$ cat src/verilog/itpc_cfg.svh
// Offsets, field positions, reset values and fixed settings of the interrupt and trap controller.
`ifndef ITPC_CFG_SVH
`define ITPC_CFG_SVH

// ----------------------------------------------------------------------------
// Register word addresses
// ----------------------------------------------------------------------------
`define ITPC_A_CTRL_ONE   5'h00
`define ITPC_A_CTRL_TWO   5'h01
`define ITPC_A_FLAG0      5'h02
`define ITPC_A_FLAG1      5'h03
`define ITPC_A_FLAG2      5'h04
`define ITPC_A_EN0        5'h05
`define ITPC_A_EN1        5'h06
`define ITPC_A_EN2        5'h07
`define ITPC_A_PRI_FIRST  5'h08
`define ITPC_A_PRI_LAST   5'h0F
`define ITPC_A_VEC_LEVEL  5'h10
`define ITPC_A_CPU_STATUS 5'h11
`define ITPC_A_CORE_CTRL  5'h12
`define ITPC_A_EVT_STAT   5'h13
`define ITPC_A_EVT_MASK   5'h14

// ----------------------------------------------------------------------------
// Field positions
// ----------------------------------------------------------------------------
`define ITPC_NEST_DIS_BIT 15
`define ITPC_ALT_SEL_BIT  15
`define ITPC_IPL_LSB      5
`define ITPC_IPL_MSB_BIT  3
`define ITPC_PRI_MASK     16'h7777

// ----------------------------------------------------------------------------
// Sizes, source mapping and vector table layout
// ----------------------------------------------------------------------------
`define ITPC_NSRC         32
`define ITPC_NTRAP        4
`define ITPC_NEXT         3
`define ITPC_USER_VEC0    7'h08
`define ITPC_EXT0_SRC     0
`define ITPC_EXT1_SRC     20
`define ITPC_EXT2_SRC     29
`define ITPC_PRI_BASE     24'h000000
`define ITPC_ALT_BASE     24'h000100
`define ITPC_VEC_OFS      24'h000004
`define ITPC_TRAP_LEVEL   4'h8

// ----------------------------------------------------------------------------
// Reset values
// ----------------------------------------------------------------------------
`define ITPC_RST_WORD     16'h0000
`define ITPC_RST_LEVEL    4'h0

`endif

$ cat src/verilog/itpc_pkg.sv
// Types shared by the interrupt and trap controller.
package itpc_pkg;
  typedef logic [15:0] itpc_word_t;
  typedef logic [4:0]  itpc_addr_t;
  typedef logic [3:0]  itpc_level_t;
  typedef logic [2:0]  itpc_pri_t;
  typedef logic [6:0]  itpc_vec_t;
  typedef logic [23:0] itpc_paddr_t;
endpackage

$ cat src/verilog/itpc_ctrl.sv
// Interrupt and trap controller: flags, enables, priorities, arbitration and CPU level.
//
// Overview of operation
// - Eight trap vectors per table; vectors 1-4 are oscillator, address, stack, math.
// - Seventeen interrupt registers: two controls, flags, enables, priorities, vector status.
// - First control register holds nesting disable and the trap flags.
// - Second control register sets external pin edges and alternate table use.
// - Each source has a flag set by hardware and cleared only by software.
// - A user source is eligible only while its enable bit is set; traps have no enable.
// - Each user source has a writable 3-bit priority field.
// - Presented vector number latched in 7 bits, new level in 4 bits.
// - Latched new level equals the priority of the presented interrupt.
// - Flag, enable and priority bits follow vector order from vector 8.
// - Status bits 7-5 show and set the low three level bits.
// - The level top bit in core control is read-only to software.
// - Level is top bit above the three status bits, giving 0-15.
// - Level top bit set blocks all user interrupts.
// - Nesting disable makes the three status level bits ignore writes.
// - Level top bit reads 1 only when the level exceeds 7.
//
// Our own choices: the strobed register port and the register offsets.
`timescale 1ns/1ns
`include "itpc_cfg.svh"

module itpc_ctrl
  import itpc_pkg::*;
(
  // Clock and reset.
  input  wire logic          core_clk,
  input  wire logic          rstn,
  // Register port.
  input  wire itpc_addr_t    reg_addr,
  input  wire itpc_word_t    reg_wdata,
  input  wire logic          reg_wr,
  input  wire logic          reg_rd,
  output itpc_word_t         reg_rdata,
  // Request sources.
  input  wire logic [31:0]   periph_req,
  input  wire logic [2:0]    ext_pin,
  input  wire logic [3:0]    trap_req,
  // Processor core side.
  output logic               irq_req,
  output itpc_vec_t          irq_vector,
  output itpc_level_t        irq_level,
  output itpc_paddr_t        irq_handler,
  input  wire logic          irq_ack,
  input  wire logic          level_restore,
  input  wire itpc_level_t   restore_level,
  output itpc_level_t        cpu_priority_level,
  // Summary interrupt.
  output logic               evt_irq
);

  // --------------------------------------------------------------------------
  // State
  // --------------------------------------------------------------------------
  logic [31:0]  flag_q;
  logic [31:0]  flag_d;
  logic [31:0]  en_q;
  itpc_word_t   pri_q [0:7];
  logic [3:0]   trap_q;
  logic [3:0]   trap_d;
  logic         nest_dis_q;
  logic         alt_sel_q;
  logic [2:0]   ext_pol_q;
  logic [2:0]   sync1_q;
  logic [2:0]   sync2_q;
  logic [2:0]   prev_q;
  itpc_level_t  level_q;
  itpc_level_t  level_d;
  logic         req_q;
  itpc_vec_t    latched_vector_number_q;
  itpc_level_t  ilr_q;
  itpc_paddr_t  handler_q;
  logic [1:0]   est_q;
  logic [1:0]   est_d;
  logic [1:0]   emask_q;
  itpc_word_t   rdata_q;

  // --------------------------------------------------------------------------
  // Address decode
  // --------------------------------------------------------------------------
  wire w_c1   = reg_wr && (reg_addr == `ITPC_A_CTRL_ONE);
  wire w_c2   = reg_wr && (reg_addr == `ITPC_A_CTRL_TWO);
  wire w_f0   = reg_wr && (reg_addr == `ITPC_A_FLAG0);
  wire w_f1   = reg_wr && (reg_addr == `ITPC_A_FLAG1);
  wire w_e0   = reg_wr && (reg_addr == `ITPC_A_EN0);
  wire w_e1   = reg_wr && (reg_addr == `ITPC_A_EN1);
  wire w_pri  = reg_wr && (reg_addr >= `ITPC_A_PRI_FIRST) && (reg_addr <= `ITPC_A_PRI_LAST);
  wire w_sr   = reg_wr && (reg_addr == `ITPC_A_CPU_STATUS);
  wire w_est  = reg_wr && (reg_addr == `ITPC_A_EVT_STAT);
  wire w_emsk = reg_wr && (reg_addr == `ITPC_A_EVT_MASK);
  wire take   = req_q && irq_ack;

  // --------------------------------------------------------------------------
  // External pins: synchronise, then detect the selected edge
  // --------------------------------------------------------------------------
  // Polarity 0 catches a rising edge, 1 a falling edge.
  wire [2:0]  ext_rise = sync2_q & ~prev_q;
  wire [2:0]  ext_fall = ~sync2_q & prev_q;
  wire [2:0]  ext_evt  = (ext_rise & ~ext_pol_q) | (ext_fall & ext_pol_q);
  wire [31:0] ext_set  = ({31'h0, ext_evt[0]} << `ITPC_EXT0_SRC) |
                         ({31'h0, ext_evt[1]} << `ITPC_EXT1_SRC) |
                         ({31'h0, ext_evt[2]} << `ITPC_EXT2_SRC);
  wire [31:0] src_set  = periph_req | ext_set;

  always_ff @(posedge core_clk or negedge rstn) begin
    if (!rstn) begin
      sync1_q <= 3'h0;
      sync2_q <= 3'h0;
      prev_q  <= 3'h0;
    end else begin
      sync1_q <= ext_pin;
      sync2_q <= sync1_q;
      prev_q  <= sync2_q;
    end
  end

  // --------------------------------------------------------------------------
  // Flags: hardware sets, software clears, and a set in the clear cycle wins
  // --------------------------------------------------------------------------
  wire [31:0] flag_wr = {w_f1 ? reg_wdata : flag_q[31:16], w_f0 ? reg_wdata : flag_q[15:0]};
  assign flag_d = flag_wr | src_set;
  wire [3:0] trap_wr = w_c1 ? reg_wdata[4:1] : trap_q;
  assign trap_d = trap_wr | trap_req;

  always_ff @(posedge core_clk or negedge rstn) begin
    if (!rstn) begin
      flag_q <= 32'h0;
      trap_q <= 4'h0;
    end else begin
      flag_q <= flag_d;
      trap_q <= trap_d;
    end
  end

  // Enables, priorities and global controls are plain storage.
  always_ff @(posedge core_clk or negedge rstn) begin
    if (!rstn) begin
      en_q       <= 32'h0;
      nest_dis_q <= 1'b0;
      alt_sel_q  <= 1'b0;
      ext_pol_q  <= 3'h0;
      for (int k = 0; k < 8; k++) begin
        pri_q[k] <= `ITPC_RST_WORD;
      end
    end else begin
      if (w_e0) en_q[15:0] <= reg_wdata;
      if (w_e1) en_q[31:16] <= reg_wdata;
      if (w_pri) pri_q[reg_addr[2:0]] <= reg_wdata & `ITPC_PRI_MASK;
      if (w_c1) nest_dis_q <= reg_wdata[`ITPC_NEST_DIS_BIT];
      if (w_c2) begin
        alt_sel_q <= reg_wdata[`ITPC_ALT_SEL_BIT];
        ext_pol_q <= reg_wdata[2:0];
      end
    end
  end

  // --------------------------------------------------------------------------
  // User arbitration chain
  // --------------------------------------------------------------------------
  // A strict compare keeps the earlier source on a tie, so vector order breaks ties.
  // Priority zero never beats level zero, so a zero field parks its source for good.
  itpc_pri_t  bp_w [0:32];
  logic [4:0] bi_w [0:32];
  logic       bo_w [0:32];
  assign bp_w[0] = 3'h0;
  assign bi_w[0] = 5'h00;
  assign bo_w[0] = 1'b0;

  genvar g;
  generate
    for (g = 0; g < `ITPC_NSRC; g++) begin : g_arb
      wire itpc_pri_t pri  = pri_q[g / 4][(g % 4) * 4 +: 3];
      wire            cand = flag_q[g] && en_q[g] && ({1'b0, pri} > level_q);
      wire            win  = cand && (!bo_w[g] || (pri > bp_w[g]));
      assign bp_w[g + 1] = win ? pri : bp_w[g];
      assign bi_w[g + 1] = win ? 5'(g) : bi_w[g];
      assign bo_w[g + 1] = bo_w[g] || cand;
    end
  endgenerate

  // Level top bit set means the compare above already fails for every 3-bit priority.
  wire        user_hit = bo_w[32] && !level_q[`ITPC_IPL_MSB_BIT];
  wire [2:0]  best_pri = bp_w[32];

  // --------------------------------------------------------------------------
  // Trap selection
  // --------------------------------------------------------------------------
  // The lowest flagged trap vector wins; traps sit above every user level.
  wire        trap_hit = (|trap_q) && (`ITPC_TRAP_LEVEL > level_q);
  wire [6:0]  trap_vec = trap_q[0] ? 7'h01 : trap_q[1] ? 7'h02 : trap_q[2] ? 7'h03 : 7'h04;
  wire        any_hit  = trap_hit || user_hit;
  wire [6:0]  sel_vec  = trap_hit ? trap_vec : (`ITPC_USER_VEC0 + {2'h0, bi_w[32]});
  wire [3:0]  sel_lvl  = trap_hit ? `ITPC_TRAP_LEVEL : {1'b0, best_pri};
  wire [23:0] tbl_base = alt_sel_q ? `ITPC_ALT_BASE : `ITPC_PRI_BASE;
  wire [23:0] sel_addr = tbl_base + `ITPC_VEC_OFS + {16'h0, sel_vec, 1'b0};

  // --------------------------------------------------------------------------
  // Presentation latch toward the core
  // --------------------------------------------------------------------------
  // Fields hold their last value while nothing is pending, for software to inspect.
  // The request stays up for one cycle after a take, because arbitration still sees the old level.
  // A core must therefore ignore the request in the cycle after its acknowledge.
  always_ff @(posedge core_clk or negedge rstn) begin
    if (!rstn) begin
      req_q     <= 1'b0;
      latched_vector_number_q  <= 7'h00;
      ilr_q     <= `ITPC_RST_LEVEL;
      handler_q <= 24'h0;
    end else begin
      req_q <= any_hit;
      if (any_hit) begin
        latched_vector_number_q  <= sel_vec;
        ilr_q     <= sel_lvl;
        handler_q <= sel_addr;
      end
    end
  end

  // --------------------------------------------------------------------------
  // CPU priority level
  // --------------------------------------------------------------------------
  // Taking an interrupt beats a restore, which beats a software write in the same cycle.
  assign level_d = take ? ilr_q :
                   level_restore ? restore_level :
                   (w_sr && !nest_dis_q) ? {level_q[3], reg_wdata[7:5]} :
                   level_q;

  always_ff @(posedge core_clk or negedge rstn) begin
    if (!rstn) begin
      level_q <= `ITPC_RST_LEVEL;
    end else begin
      level_q <= level_d;
    end
  end

  // --------------------------------------------------------------------------
  // Event status and summary interrupt
  // --------------------------------------------------------------------------
  // Bit 0 records any trap pulse, bit 1 a taken interrupt; a set in the clear cycle wins.
  wire [1:0] est_set = {take, |trap_req};
  assign est_d = (est_q & ~(w_est ? reg_wdata[1:0] : 2'h0)) | est_set;

  always_ff @(posedge core_clk or negedge rstn) begin
    if (!rstn) begin
      est_q   <= 2'h0;
      emask_q <= 2'h0;
    end else begin
      est_q <= est_d;
      if (w_emsk) emask_q <= reg_wdata[1:0];
    end
  end

  // --------------------------------------------------------------------------
  // Read path
  // --------------------------------------------------------------------------
  wire        msb      = level_q[`ITPC_IPL_MSB_BIT];
  wire [15:0] rd_c1    = {nest_dis_q, 10'h000, trap_q, 1'b0};
  wire [15:0] rd_c2    = {alt_sel_q, 12'h000, ext_pol_q};
  wire [15:0] rd_vl    = {4'h0, ilr_q, 1'b0, latched_vector_number_q};
  wire [15:0] rd_sr    = {8'h00, level_q[2:0], 5'h00};
  wire [15:0] rd_cc    = {12'h000, msb, 3'h0};
  wire        a_pri    = (reg_addr >= `ITPC_A_PRI_FIRST) && (reg_addr <= `ITPC_A_PRI_LAST);
  // The third flag and enable words stand for unpopulated sources and read zero.
  wire [15:0] rd_mux   = (reg_addr == `ITPC_A_CTRL_ONE)   ? rd_c1 :
                         (reg_addr == `ITPC_A_CTRL_TWO)   ? rd_c2 :
                         (reg_addr == `ITPC_A_FLAG0)      ? flag_q[15:0] :
                         (reg_addr == `ITPC_A_FLAG1)      ? flag_q[31:16] :
                         (reg_addr == `ITPC_A_EN0)        ? en_q[15:0] :
                         (reg_addr == `ITPC_A_EN1)        ? en_q[31:16] :
                         a_pri                            ? pri_q[reg_addr[2:0]] :
                         (reg_addr == `ITPC_A_VEC_LEVEL)  ? rd_vl :
                         (reg_addr == `ITPC_A_CPU_STATUS) ? rd_sr :
                         (reg_addr == `ITPC_A_CORE_CTRL)  ? rd_cc :
                         (reg_addr == `ITPC_A_EVT_STAT)   ? {14'h0, est_q} :
                         (reg_addr == `ITPC_A_EVT_MASK)   ? {14'h0, emask_q} :
                         16'h0000;

  // Read data stand only in the cycle after the strobe.
  always_ff @(posedge core_clk or negedge rstn) begin
    if (!rstn) begin
      rdata_q <= `ITPC_RST_WORD;
    end else begin
      rdata_q <= reg_rd ? rd_mux : 16'h0000;
    end
  end

  // --------------------------------------------------------------------------
  // Outputs
  // --------------------------------------------------------------------------
  assign reg_rdata          = rdata_q;
  assign irq_req            = req_q;
  assign irq_vector         = latched_vector_number_q;
  assign irq_level          = ilr_q;
  assign irq_handler        = handler_q;
  assign cpu_priority_level = level_q;
  assign evt_irq            = |(est_q & emask_q);
endmodule // itpc_ctrl

$ cat config.mk
export PLATFORM = sky130hd
export DESIGN_NAME = itpc_ctrl
export DESIGN_NICKNAME = d
export VERILOG_FILES = /design/src/verilog/itpc_pkg.sv /design/src/verilog/itpc_ctrl.sv
export VERILOG_INCLUDE_DIRS = /design/src /design/src/verilog
export SDC_FILE = /design/constraint.sdc
export NUM_CORES = 1
export LEC_CHECK = 0
export BUFFER_PORTS_ARGS = -buffer_cell sky130_fd_sc_hd__buf_2
export CORE_UTILIZATION = 46
export CTS_CLUSTER_DIAMETER = 60
export CTS_CLUSTER_SIZE = 14
export DETAILED_ROUTE_END_ITERATION = 10
export GPL_TIMING_DRIVEN = 0
export PLACE_DENSITY = 0.71
export SLEW_MARGIN = 10
export SYNTH_ARGS = -nofsm -noshare
export SYNTH_HDL_FRONTEND = slang
export SYNTH_SLANG_ARGS = --single-unit
export TNS_END_PERCENT = 5
$ cat constraint.sdc
create_clock -name core_clk -period 62.1 [get_ports core_clk]
set_clock_uncertainty 0.2 [all_clocks]
set_input_delay 3.105 -clock core_clk [delete_from_list [all_inputs] [get_ports core_clk]]
set_output_delay 3.105 -clock core_clk [all_outputs]
set_load 0.005 [all_outputs]
==> impl_metrics.prom, run 1 <==
# TYPE chip_impl_metric gauge
chip_impl_info{name="outcome",value="completed"} 1
chip_impl_metric{name="post-dp-hpwl",unit="mm"} 46.62
chip_impl_info{name="path_common_cell",value="sky130_fd_sc_hd__ha_1"} 1
chip_impl_metric{name="synth-edff-count",unit=""} 0
chip_impl_metric{name="numClockSinks",unit=""} 220
chip_impl_metric{name="inserted_clock_buffers",unit=""} 22
chip_impl_metric{name="hold_violations",unit=""} 0
chip_impl_metric{name="maximum_number_of_pins_on_one_net_before_global_route_repair",unit=""} 88
chip_impl_metric{name="detailedPlace.worstSlack",unit="ns"} 16.19
chip_impl_metric{name="gp_congestion",unit=""} 0.9686
chip_impl_metric{name="ys.warnings.count",unit=""} 0
chip_impl_metric{name="critical-path-max-stage-delay",unit="ns"} 0.69
chip_impl_metric{name="ratio_of_total_power_to_cell_area",unit="nW/um^2"} 41.69
chip_impl_metric{name="filler_cell_count",unit=""} 3354
chip_impl_info{name="timing.critical_path.from_type",value="flip-flop"} 1
chip_impl_metric{name="power_leakage",unit="nW"} 8.696
chip_impl_metric{name="ctsHoldBuffers",unit=""} 0
chip_impl_metric{name="grt_pass1_wl",unit="mm"} 91.25
chip_impl_info{name="post_synth_main_area_contributors",value="sky130_fd_sc_hd__dfrtp_1 32%, sky130_fd_sc_hd__ha_1 9.9%, sky130_fd_sc_hd__mux2_2 8.9%"} 1
chip_impl_metric{name="path_clk_slew",unit="ns"} 0.07
chip_impl_metric{name="postSynthCellCount",unit=""} 1848
chip_impl_metric{name="share_of_synthesized_flip_flops_with_an_asynchronous_set_or_reset",unit="%"} 100.0
chip_impl_info{name="rsz_0062_raised_after_global_routing",value="no"} 1
chip_impl_metric{name="drt_drc_violations_left",unit=""} 0
chip_impl_metric{name="place_area",unit="sq um"} 18280
chip_impl_metric{name="drt-vias-per-instance",unit=""} 6.451
chip_impl_metric{name="fp.dieArea",unit="sq um"} 37600
chip_impl_metric{name="grt_antenna_before_repair",unit=""} 2
chip_impl_metric{name="drtPass1Iterations",unit=""} 7
chip_impl_metric{name="clk-insertion-delay-late",unit="ns"} 0.53
chip_impl_metric{name="global_route.usage.total",unit="%"} 31.35
chip_impl_info{name="crit_path_top_delay_cell",value="sky130_fd_sc_hd__a2111oi_0"} 1
chip_impl_metric{name="postRouteWirelength",unit="mm"} 59.80
chip_impl_metric{name="max_cap_viol_count",unit=""} 0
chip_impl_metric{name="syn-mean-instance-area",unit="sq um"} 9.168
chip_impl_metric{name="setup_viol_count_final",unit=""} 0
chip_impl_metric{name="wl_per_cell",unit="microns"} 24.19
chip_impl_metric{name="period_minus_slack",unit="ns"} 46.63
chip_impl_metric{name="post-route-util",unit="%"} 52.69
chip_impl_metric{name="initial_utilization",unit="%"} 47.17
chip_impl_metric{name="yosysUniqueCellTypes",unit=""} 100
chip_impl_metric{name="synth_top_cell_area_share",unit="%"} 32.49
chip_impl_info{name="layout_common_cells",value="257 x sky130_fd_sc_hd__nand2_1, 219 x sky130_fd_sc_hd__dfrtp_1, 134 x sky130_fd_sc_hd__mux2_2, 134 x sky130_fd_sc_hd__ha_1, 109 x sky130_fd_sc_hd__nor2_1"} 1
chip_impl_info{name="timing_worst_setup_path_type",value="flip-flop to flip-flop"} 1
chip_impl_info{name="clock_tree_from_tritoncts",value="built"} 1
chip_impl_metric{name="fp.dieW",unit="microns"} 193.9
chip_impl_metric{name="nets",unit=""} 2204
chip_impl_metric{name="detail-route-antenna-nets",unit=""} 0
chip_impl_metric{name="pin_count",unit=""} 127
chip_impl_metric{name="cts.repair_timing.setup_buffer_count",unit=""} 0
chip_impl_metric{name="yosys_register_bits",unit=""} 220
chip_impl_metric{name="placement_rows",unit=""} 69
chip_impl_info{name="root_buffer_cell",value="sky130_fd_sc_hd__clkbuf_16"} 1
chip_impl_metric{name="cts-htree-levels",unit=""} 1
chip_impl_metric{name="first_global_vias",unit=""} 15300
chip_impl_metric{name="cts.path.max_buffers",unit=""} 3
chip_impl_metric{name="grt_overflow",unit=""} 0
chip_impl_metric{name="arrival",unit="ns"} 46.83
chip_impl_metric{name="detailedRoute.firstIterationViolations",unit=""} 1786
chip_impl_metric{name="min_period_over_period",unit="%"} 75.09
chip_impl_info{name="endpoint_kind",value="flip-flop"} 1
chip_impl_metric{name="core-area",unit="sq um"} 35910
chip_impl_metric{name="finalPower",unit="uW"} 788.9
chip_impl_info{name="holdCritPathClass",value="flip-flop to flip-flop"} 1
chip_impl_metric{name="final_total_negative_setup_slack",unit="ns"} 0
chip_impl_info{name="final_common_cell",value="sky130_fd_sc_hd__nand2_1"} 1
chip_impl_metric{name="worst_slew_margin_rel",unit="%"} 17.81
chip_impl_info{name="yosys_most_used_dff",value="sky130_fd_sc_hd__dfrtp_1"} 1
chip_impl_metric{name="area.sequential",unit="sq um"} 5507
chip_impl_info{name="netlist.top_cell.by_area",value="sky130_fd_sc_hd__dfrtp_1"} 1
chip_impl_metric{name="fin_area",unit="sq um"} 18920
chip_impl_metric{name="timing.critical_path.required",unit="ns"} 62.29
chip_impl_metric{name="final.setup.worst_slack",unit="ns"} 15.47
chip_impl_metric{name="slew_violations",unit=""} 0
chip_impl_metric{name="die_h",unit="microns"} 193.9
chip_impl_metric{name="area_of_the_multi_input_gates",unit="sq um"} 10760
chip_impl_metric{name="port_buffers",unit=""} 107
chip_impl_metric{name="vdd.ir_drop.worst",unit="uV"} 33.35
chip_impl_metric{name="cts_resized",unit=""} 0
chip_impl_metric{name="num_vias",unit=""} 15950
chip_impl_metric{name="synth-seq-area-share",unit="%"} 32.49
chip_impl_metric{name="area.growth.synth_to_final",unit="%"} 11.69
chip_impl_metric{name="mappedNetlistArea",unit="sq um"} 16940
chip_impl_metric{name="max_frequency",unit="MHz"} 21.44
chip_impl_metric{name="tightest_slew",unit="ns"} 1.222
chip_impl_metric{name="post_route_cells_drive_above_1_share",unit="%"} 18.77
chip_impl_metric{name="crit_path_max_fanout",unit=""} 19
==> worst paths after layout <==
check,start,end,slack (ns),cells after the start
min reg2reg,sync1_q[2],sync2_q[2],0.15,0
max in group asynchronous,rstn,en_q[21],58.61,2
max,cpu_priority_level[1],irq_handler[6],15.47,218
min in group asynchronous,rstn,flag_q[1],2.29,1
min,sync1_q[2],sync2_q[2],0.15,0
max reg2reg,cpu_priority_level[1],irq_handler[6],15.47,218
==> cell type report <==
cell class | instances | share of cell area, %
inverters | 95 | 1.884
flip-flops and latches | 220 | 29.10
clock inverters | 7 | 0.3042
plain buffers | 79 | 2.056
well taps | 461 | 3.048
multi-input cells | 1470 | 56.88
clock buffers | 25 | 3.081
repair buffers | 112 | 3.610
diodes | 3 | 0.03967
==> cell usage after synthesis (18+ instances only) <==
| cell type | count |
|---|---|
| sky130_fd_sc_hd__nand2_1 | 257 |
| sky130_fd_sc_hd__dfrtp_1 | 220 |
| sky130_fd_sc_hd__ha_1 | 134 |
| sky130_fd_sc_hd__mux2_2 | 134 |
| sky130_fd_sc_hd__nor2_1 | 109 |
| sky130_fd_sc_hd__inv_1 | 94 |
| sky130_fd_sc_hd__o21ai_0 | 92 |
| sky130_fd_sc_hd__a21oi_1 | 84 |
| sky130_fd_sc_hd__clkbuf_1 | 48 |
| sky130_fd_sc_hd__nand3b_1 | 41 |
| sky130_fd_sc_hd__nand3_1 | 38 |
| sky130_fd_sc_hd__and3_1 | 33 |
| sky130_fd_sc_hd__a21o_1 | 31 |
| sky130_fd_sc_hd__a31oi_1 | 31 |
| sky130_fd_sc_hd__nor2b_1 | 28 |
| sky130_fd_sc_hd__mux4_2 | 25 |
| sky130_fd_sc_hd__nor3_1 | 25 |
| sky130_fd_sc_hd__a22oi_1 | 24 |
| sky130_fd_sc_hd__and2_1 | 24 |
| sky130_fd_sc_hd__nor4_1 | 22 |
| sky130_fd_sc_hd__o21a_1 | 21 |
| sky130_fd_sc_hd__mux2i_1 | 20 |
| sky130_fd_sc_hd__o211ai_1 | 20 |
| sky130_fd_sc_hd__buf_4 | 18 |
==> sequential cells by signal, summed over array words and instances, names as in the netlist, 3 cells and up <==
name / cells
irq_level: 4
reg_rdata: 16
trap_q: 4
prev_q: 3
ext_pol_q: 3
flag_q: 32
irq_handler: 8
sync1_q: 3
irq_vector: 5
sync2_q: 3
g_arb.pri: 96
cpu_priority_level: 4
en_q: 32
==> kinds of logic after synthesis <==
| kind of cell | share of synthesized area [%] |
|---|---|
| adder cells (fa/ha/maj) | 10.49 |
| AO/OA/AOI/OAI | 19.67 |
| other | 0.02213 |
| buffers and inverters | 4.401 |
| multiplexers | 13.41 |
| AND/OR/NAND/NOR | 19.47 |
| flip-flops | 32.49 |
| XOR/XNOR | 0.05170 |
==> per-stage QoR <==
step	instances	hold WS, ns
floorplan	1864	0.1312
global placement	2432	0.1318
detailed placement	2437	0.1401
CTS	2469	0.1555
global route	2470	0.1576
finish	2472	0.1526
==> worst max-delay path: cells and delay by family, from the launching register on <==
family / cells / cell delay [ns]
muxes: 11 / 3.57
and+or+nand+nor: 65 / 10.12
AOI/OAI and AO/OA: 90 / 18.82
adders and majority gates: 40 / 11.59
DFF: 1 / 0.47
buffers and inverters: 12 / 1.63
==> power by group <==
group / internal, mW / total, mW / leakage [nW] / switching, mW
Sequential: 0.168 / 0.209 / 2.63 / 0.0418
Clock: 0.0675 / 0.128 / 0.315 / 0.0604
Combinational: 0.186 / 0.451 / 5.75 / 0.266
Total: 0.421 / 0.789 / 8.70 / 0.368
==> routing by layer <==
layer	vias up	share of wire (%)	global-route usage, %
met4	0	5.2	15.55
met5	-	0	0.6386
met2	812	46	50.88
met1	7828	39	40.85
met3	168	8.9	4.731
li1	7139	-	-
No activity file was read; power rests on OpenSTA's default activity.
==> run 2, diff against run 1 <==
ABC_AREA = 1   (was default)
PLACE_DENSITY = 0.73   (was 0.71)
clock period = 41.6 ns   (was 62.1 ns; I/O delays follow)
==> run 2 against run 1 <==
  * The flow now finishes with violations (design-rule violations)
  * Combinational power up 110%
  * Sequential cell count unchanged
  * Utilization up 0.35 points
  * Largest cell class unchanged
  * Largest power group unchanged
==> impl_metrics.prom, run 2 <==
# TYPE chip_impl_metric gauge
chip_impl_metric{name="yosysUniqueCellTypes",unit=""} 47
chip_impl_metric{name="reg2reg_slack",unit="ns"} 5.38
chip_impl_info{name="failed_checks",value="design-rule violations"} 1
chip_impl_metric{name="largest_register_ff_count",unit=""} 96
chip_impl_info{name="outcome",value="complete, but fails checks"} 1
chip_impl_info{name="clock_tree_from_tritoncts",value="built"} 1
chip_impl_info{name="path_common_cell",value="sky130_fd_sc_hd__nand2_4"} 1
chip_impl_metric{name="pin_count",unit=""} 127
chip_impl_info{name="crit_path_end",value="irq_handler[6]"} 1
chip_impl_metric{name="path_clk_slew",unit="ns"} 0.07
chip_impl_metric{name="crit_path_max_fanout",unit=""} 15
chip_impl_metric{name="initial_utilization",unit="%"} 47.00
chip_impl_metric{name="ratio_of_total_power_to_cell_area",unit="nW/um^2"} 78.72
chip_impl_info{name="rsz_0062_raised_after_global_routing",value="no"} 1
chip_impl_metric{name="numClockSinks",unit=""} 220
chip_impl_metric{name="drt_drc_violations_left",unit=""} 10
chip_impl_metric{name="slew_violations",unit=""} 0
chip_impl_metric{name="post-dp-hpwl",unit="mm"} 47.87
chip_impl_metric{name="grt_antenna_before_repair",unit=""} 1
chip_impl_metric{name="max_cap_viol_count",unit=""} 0
chip_impl_metric{name="grt_pass1_wl",unit="mm"} 93.58
chip_impl_metric{name="diodes",unit=""} 0
chip_impl_metric{name="cts-htree-levels",unit=""} 1
chip_impl_metric{name="inserted_clock_buffers",unit=""} 25
chip_impl_metric{name="fp.dieArea",unit="sq um"} 37290
chip_impl_metric{name="power.net_switching",unit="uW"} 766.6
chip_impl_metric{name="placement_rows",unit=""} 69
chip_impl_metric{name="maximum_number_of_pins_on_one_net_before_global_route_repair",unit=""} 103
chip_impl_info{name="timing.critical_path.from_type",value="flip-flop"} 1
chip_impl_info{name="yosys_most_used_dff",value="sky130_fd_sc_hd__dfrtp_1"} 1
chip_impl_metric{name="synth_top_cell_area_share",unit="%"} 32.77
chip_impl_info{name="timing.rr.end",value="irq_handler[6]"} 1
chip_impl_info{name="root_buffer_cell",value="sky130_fd_sc_hd__clkbuf_16"} 1
chip_impl_metric{name="area.growth.synth_to_final",unit="%"} 12.86
chip_impl_metric{name="detail-route-antenna-nets",unit=""} 0
chip_impl_metric{name="worstHoldPathCells",unit=""} 0
chip_impl_metric{name="period_minus_slack",unit="ns"} 36.22
chip_impl_metric{name="die_h",unit="microns"} 193.1
chip_impl_metric{name="power_leakage",unit="nW"} 9.844
chip_impl_metric{name="tightest_slew",unit="ns"} 1.198
chip_impl_metric{name="cts_resized",unit=""} 0
chip_impl_info{name="layout_common_cells",value="537 x sky130_fd_sc_hd__nand2_1, 303 x sky130_fd_sc_hd__inv_1, 248 x sky130_fd_sc_hd__nand3_1, 230 x sky130_fd_sc_hd__o21ai_0, 219 x sky130_fd_sc_hd__dfrtp_1"} 1
chip_impl_metric{name="critical-path-max-stage-delay",unit="ns"} 0.39
chip_impl_metric{name="drt-vias-per-instance",unit=""} 5.839
chip_impl_metric{name="port_buffers",unit=""} 106
chip_impl_metric{name="arrival",unit="ns"} 36.48
chip_impl_metric{name="post_route_cells_drive_above_1_share",unit="%"} 14.11
chip_impl_metric{name="gp_congestion",unit=""} 0.9996
chip_impl_info{name="yosysMostFrequentCell",value="sky130_fd_sc_hd__nand2_1"} 1
chip_impl_metric{name="clockPowerShare",unit="%"} 15.8
chip_impl_metric{name="final_total_negative_setup_slack",unit="ns"} 0
chip_impl_metric{name="postRouteWirelength",unit="mm"} 61.82
chip_impl_metric{name="yosys_register_bits",unit=""} 220
chip_impl_metric{name="global_route.usage.total",unit="%"} 33.33
chip_impl_metric{name="core-area",unit="sq um"} 35740
chip_impl_metric{name="drtPass1Iterations",unit=""} 9
chip_impl_metric{name="cts.repair_timing.setup_buffer_count",unit=""} 0
chip_impl_metric{name="comb_power_share",unit="%"} 64.3
chip_impl_metric{name="cts.path.max_buffers",unit=""} 3
chip_impl_info{name="netlist.top_cell.by_area",value="sky130_fd_sc_hd__dfrtp_1"} 1
chip_impl_metric{name="first_global_vias",unit=""} 16380
chip_impl_metric{name="fp.dieW",unit="microns"} 193.1
chip_impl_metric{name="grt_overflow",unit=""} 0
chip_impl_info{name="holdCritPathClass",value="flip-flop to flip-flop"} 1
chip_impl_metric{name="synth-seq-area-share",unit="%"} 32.77
chip_impl_metric{name="share_of_synthesized_flip_flops_with_an_asynchronous_set_or_reset",unit="%"} 100.0
chip_impl_metric{name="num_vias",unit=""} 17210
chip_impl_metric{name="total_length_of_routed_met2_wires",unit="mm"} 27.52
chip_impl_metric{name="setup_viol_count_final",unit=""} 0
chip_impl_info{name="topRoutingLayerUsed",value="met5"} 1
chip_impl_metric{name="detailedRoute.firstIterationViolations",unit=""} 1668
chip_impl_metric{name="worst_slew_margin_rel",unit="%"} 19.39
chip_impl_metric{name="syn-mean-instance-area",unit="sq um"} 7.247
chip_impl_metric{name="ctsHoldBuffers",unit=""} 0
chip_impl_metric{name="ys.warnings.count",unit=""} 0
chip_impl_metric{name="flop_pwr_share",unit="%"} 19.9
chip_impl_metric{name="nets",unit=""} 2676
chip_impl_info{name="post_synth_main_area_contributors",value="sky130_fd_sc_hd__dfrtp_1 33%, sky130_fd_sc_hd__nand2_1 12%, sky130_fd_sc_hd__ha_1 10%"} 1
chip_impl_metric{name="p_int",unit="uW"} 725.7
chip_impl_metric{name="synth-edff-count",unit=""} 0
chip_impl_info{name="worst_r2r_startpoint",value="cpu_priority_level[2]"} 1
chip_impl_metric{name="met1Wirelength",unit="mm"} 25.27
chip_impl_info{name="endpoint_kind",value="flip-flop"} 1
chip_impl_metric{name="reg2regPathDepth",unit=""} 247
chip_impl_metric{name="timing.critical_path.required",unit="ns"} 41.86
chip_impl_metric{name="vdd.ir_drop.worst",unit="uV"} 47.61
chip_impl_metric{name="switching_share",unit="%"} 51.37
chip_impl_info{name="final_common_cell",value="sky130_fd_sc_hd__nand2_1"} 1
chip_impl_metric{name="postSynthCellCount",unit=""} 2318
chip_impl_info{name="crit_path_top_delay_cell",value="sky130_fd_sc_hd__dfrtp_1"} 1
chip_impl_info{name="timing_worst_setup_path_type",value="flip-flop to flip-flop"} 1
chip_impl_metric{name="max_frequency",unit="MHz"} 27.61
chip_impl_metric{name="wl_per_cell",unit="microns"} 20.97
chip_impl_metric{name="clk-insertion-delay-late",unit="ns"} 0.58
chip_impl_metric{name="mappedNetlistArea",unit="sq um"} 16800
chip_impl_metric{name="hold_violations",unit=""} 0
chip_impl_info{name="setup.worst_path.start",value="cpu_priority_level[2]"} 1
chip_impl_metric{name="post-route-util",unit="%"} 53.04
chip_impl_metric{name="min_period_over_period",unit="%"} 87.06
chip_impl_info{name="netlist_top_cells_count",value="537 x sky130_fd_sc_hd__nand2_1, 305 x sky130_fd_sc_hd__inv_1, 248 x sky130_fd_sc_hd__nand3_1"} 1
chip_impl_metric{name="met3_wirelength",unit="mm"} 5.841
==> run 2: changes by cell type in the layout (fill, tap and decap cells not counted), moves of 32 or more <==
| cell | before | now |
|---|---|---|
| sky130_fd_sc_hd__inv_1 | 92 | 303 |
| sky130_fd_sc_hd__o22ai_1 | 2 | 35 |
| sky130_fd_sc_hd__mux2_2 | 134 | 0 |
| sky130_fd_sc_hd__o21ai_0 | 92 | 230 |
| sky130_fd_sc_hd__and3_1 | 33 | 0 |
| sky130_fd_sc_hd__nand3_1 | 38 | 248 |
| sky130_fd_sc_hd__nand3_2 | 2 | 34 |
| sky130_fd_sc_hd__nand2_4 | 0 | 57 |
| sky130_fd_sc_hd__nand2_1 | 257 | 537 |
| sky130_fd_sc_hd__nand2_2 | 0 | 45 |
==> run 2: layout make-up <==
cell class                      instances  area, sq um
Buffer                                 71        345.3
Clock buffer                           28        636.9
Clock inverter                         14        207.7
Fill cell                            3451        16780
Inverter                              339         1286
Multi-Input combinational cell       1704         9728
Sequential cell                       220         5507
Tap cell                              461        576.8
Timing Repair Buffer                  111        670.6
==> run 2: through the flow <==
| stage | hold slack [ns] | power (mW) | instances | area, sq um | worst slack, ns |
|---|---|---|---|---|---|
| finish | 0.1481 | 1.492 | 2948 | 18960 | 5.382 |
| global route | 0.1567 | 1.625 | 2948 | 18960 | 1.511 |
| CTS | 0.1499 | 1.479 | 2948 | 18960 | 5.633 |
| detailed placement | 0.1365 | 1.239 | 2906 | 18110 | 5.898 |
| global placement | 0.1337 | 1.198 | 2901 | 17970 | 5.670 |
| floorplan | 0.1312 | 1.020 | 2334 | 16860 | 9.904 |
==> run 2: power by group through the flow <==
| stage | clock [mW] | sequential, mW | combinational (mW) |
|---|---|---|---|
| floorplan | 0 | 0.281 | 0.739 |
| global placement | 0 | 0.299 | 0.898 |
| detailed placement | 0 | 0.298 | 0.941 |
| CTS | 0.235 | 0.295 | 0.948 |
| global route | 0.244 | 0.300 | 1.08 |
| finish | 0.236 | 0.297 | 0.960 |
==> run 2: cell families (layout without fill, tap and decap cells) <==
group | after synthesis | in the layout | share of synthesized area [%]
other cells | 1 | 17 | 0.02232
buf+inv | 410 | 563 | 9.712
fa+ha+maj | 134 | 134 | 9.981
compound gates | 477 | 477 | 16.22
simple gates | 1076 | 1076 | 31.29
flops | 220 | 220 | 32.77
==> run 2: worst max-delay path, delay by kind of cell (launching register included) <==
kind	cells	cell delay, ns
AO/OA/AOI/OAI	43	10.36
adder cells (fa/ha/maj)	33	9.63
buffers and inverters	18	1.64
flip-flops	1	0.39
AND/OR/NAND/NOR	153	13.86
==> run 2: worst min path at each step <==
stage               startpoint          to  slack [ns]
floorplan           sync1_q[0]  sync2_q[0]        0.13
global placement    sync1_q[2]  sync2_q[2]        0.13
detailed placement  sync1_q[1]  sync2_q[1]        0.14
CTS                 sync1_q[1]  sync2_q[1]        0.15
global route        sync1_q[0]  sync2_q[0]        0.16
finish              sync1_q[1]  sync2_q[1]        0.15
==> run 2: per-layer routing <==
metal / track usage, % / vias up
li1: - / 8049
met1: 44.31 / 8094
met2: 52.87 / 881
met3: 5.774 / 188
met4: 15.20 / 2
met5: 0 / -
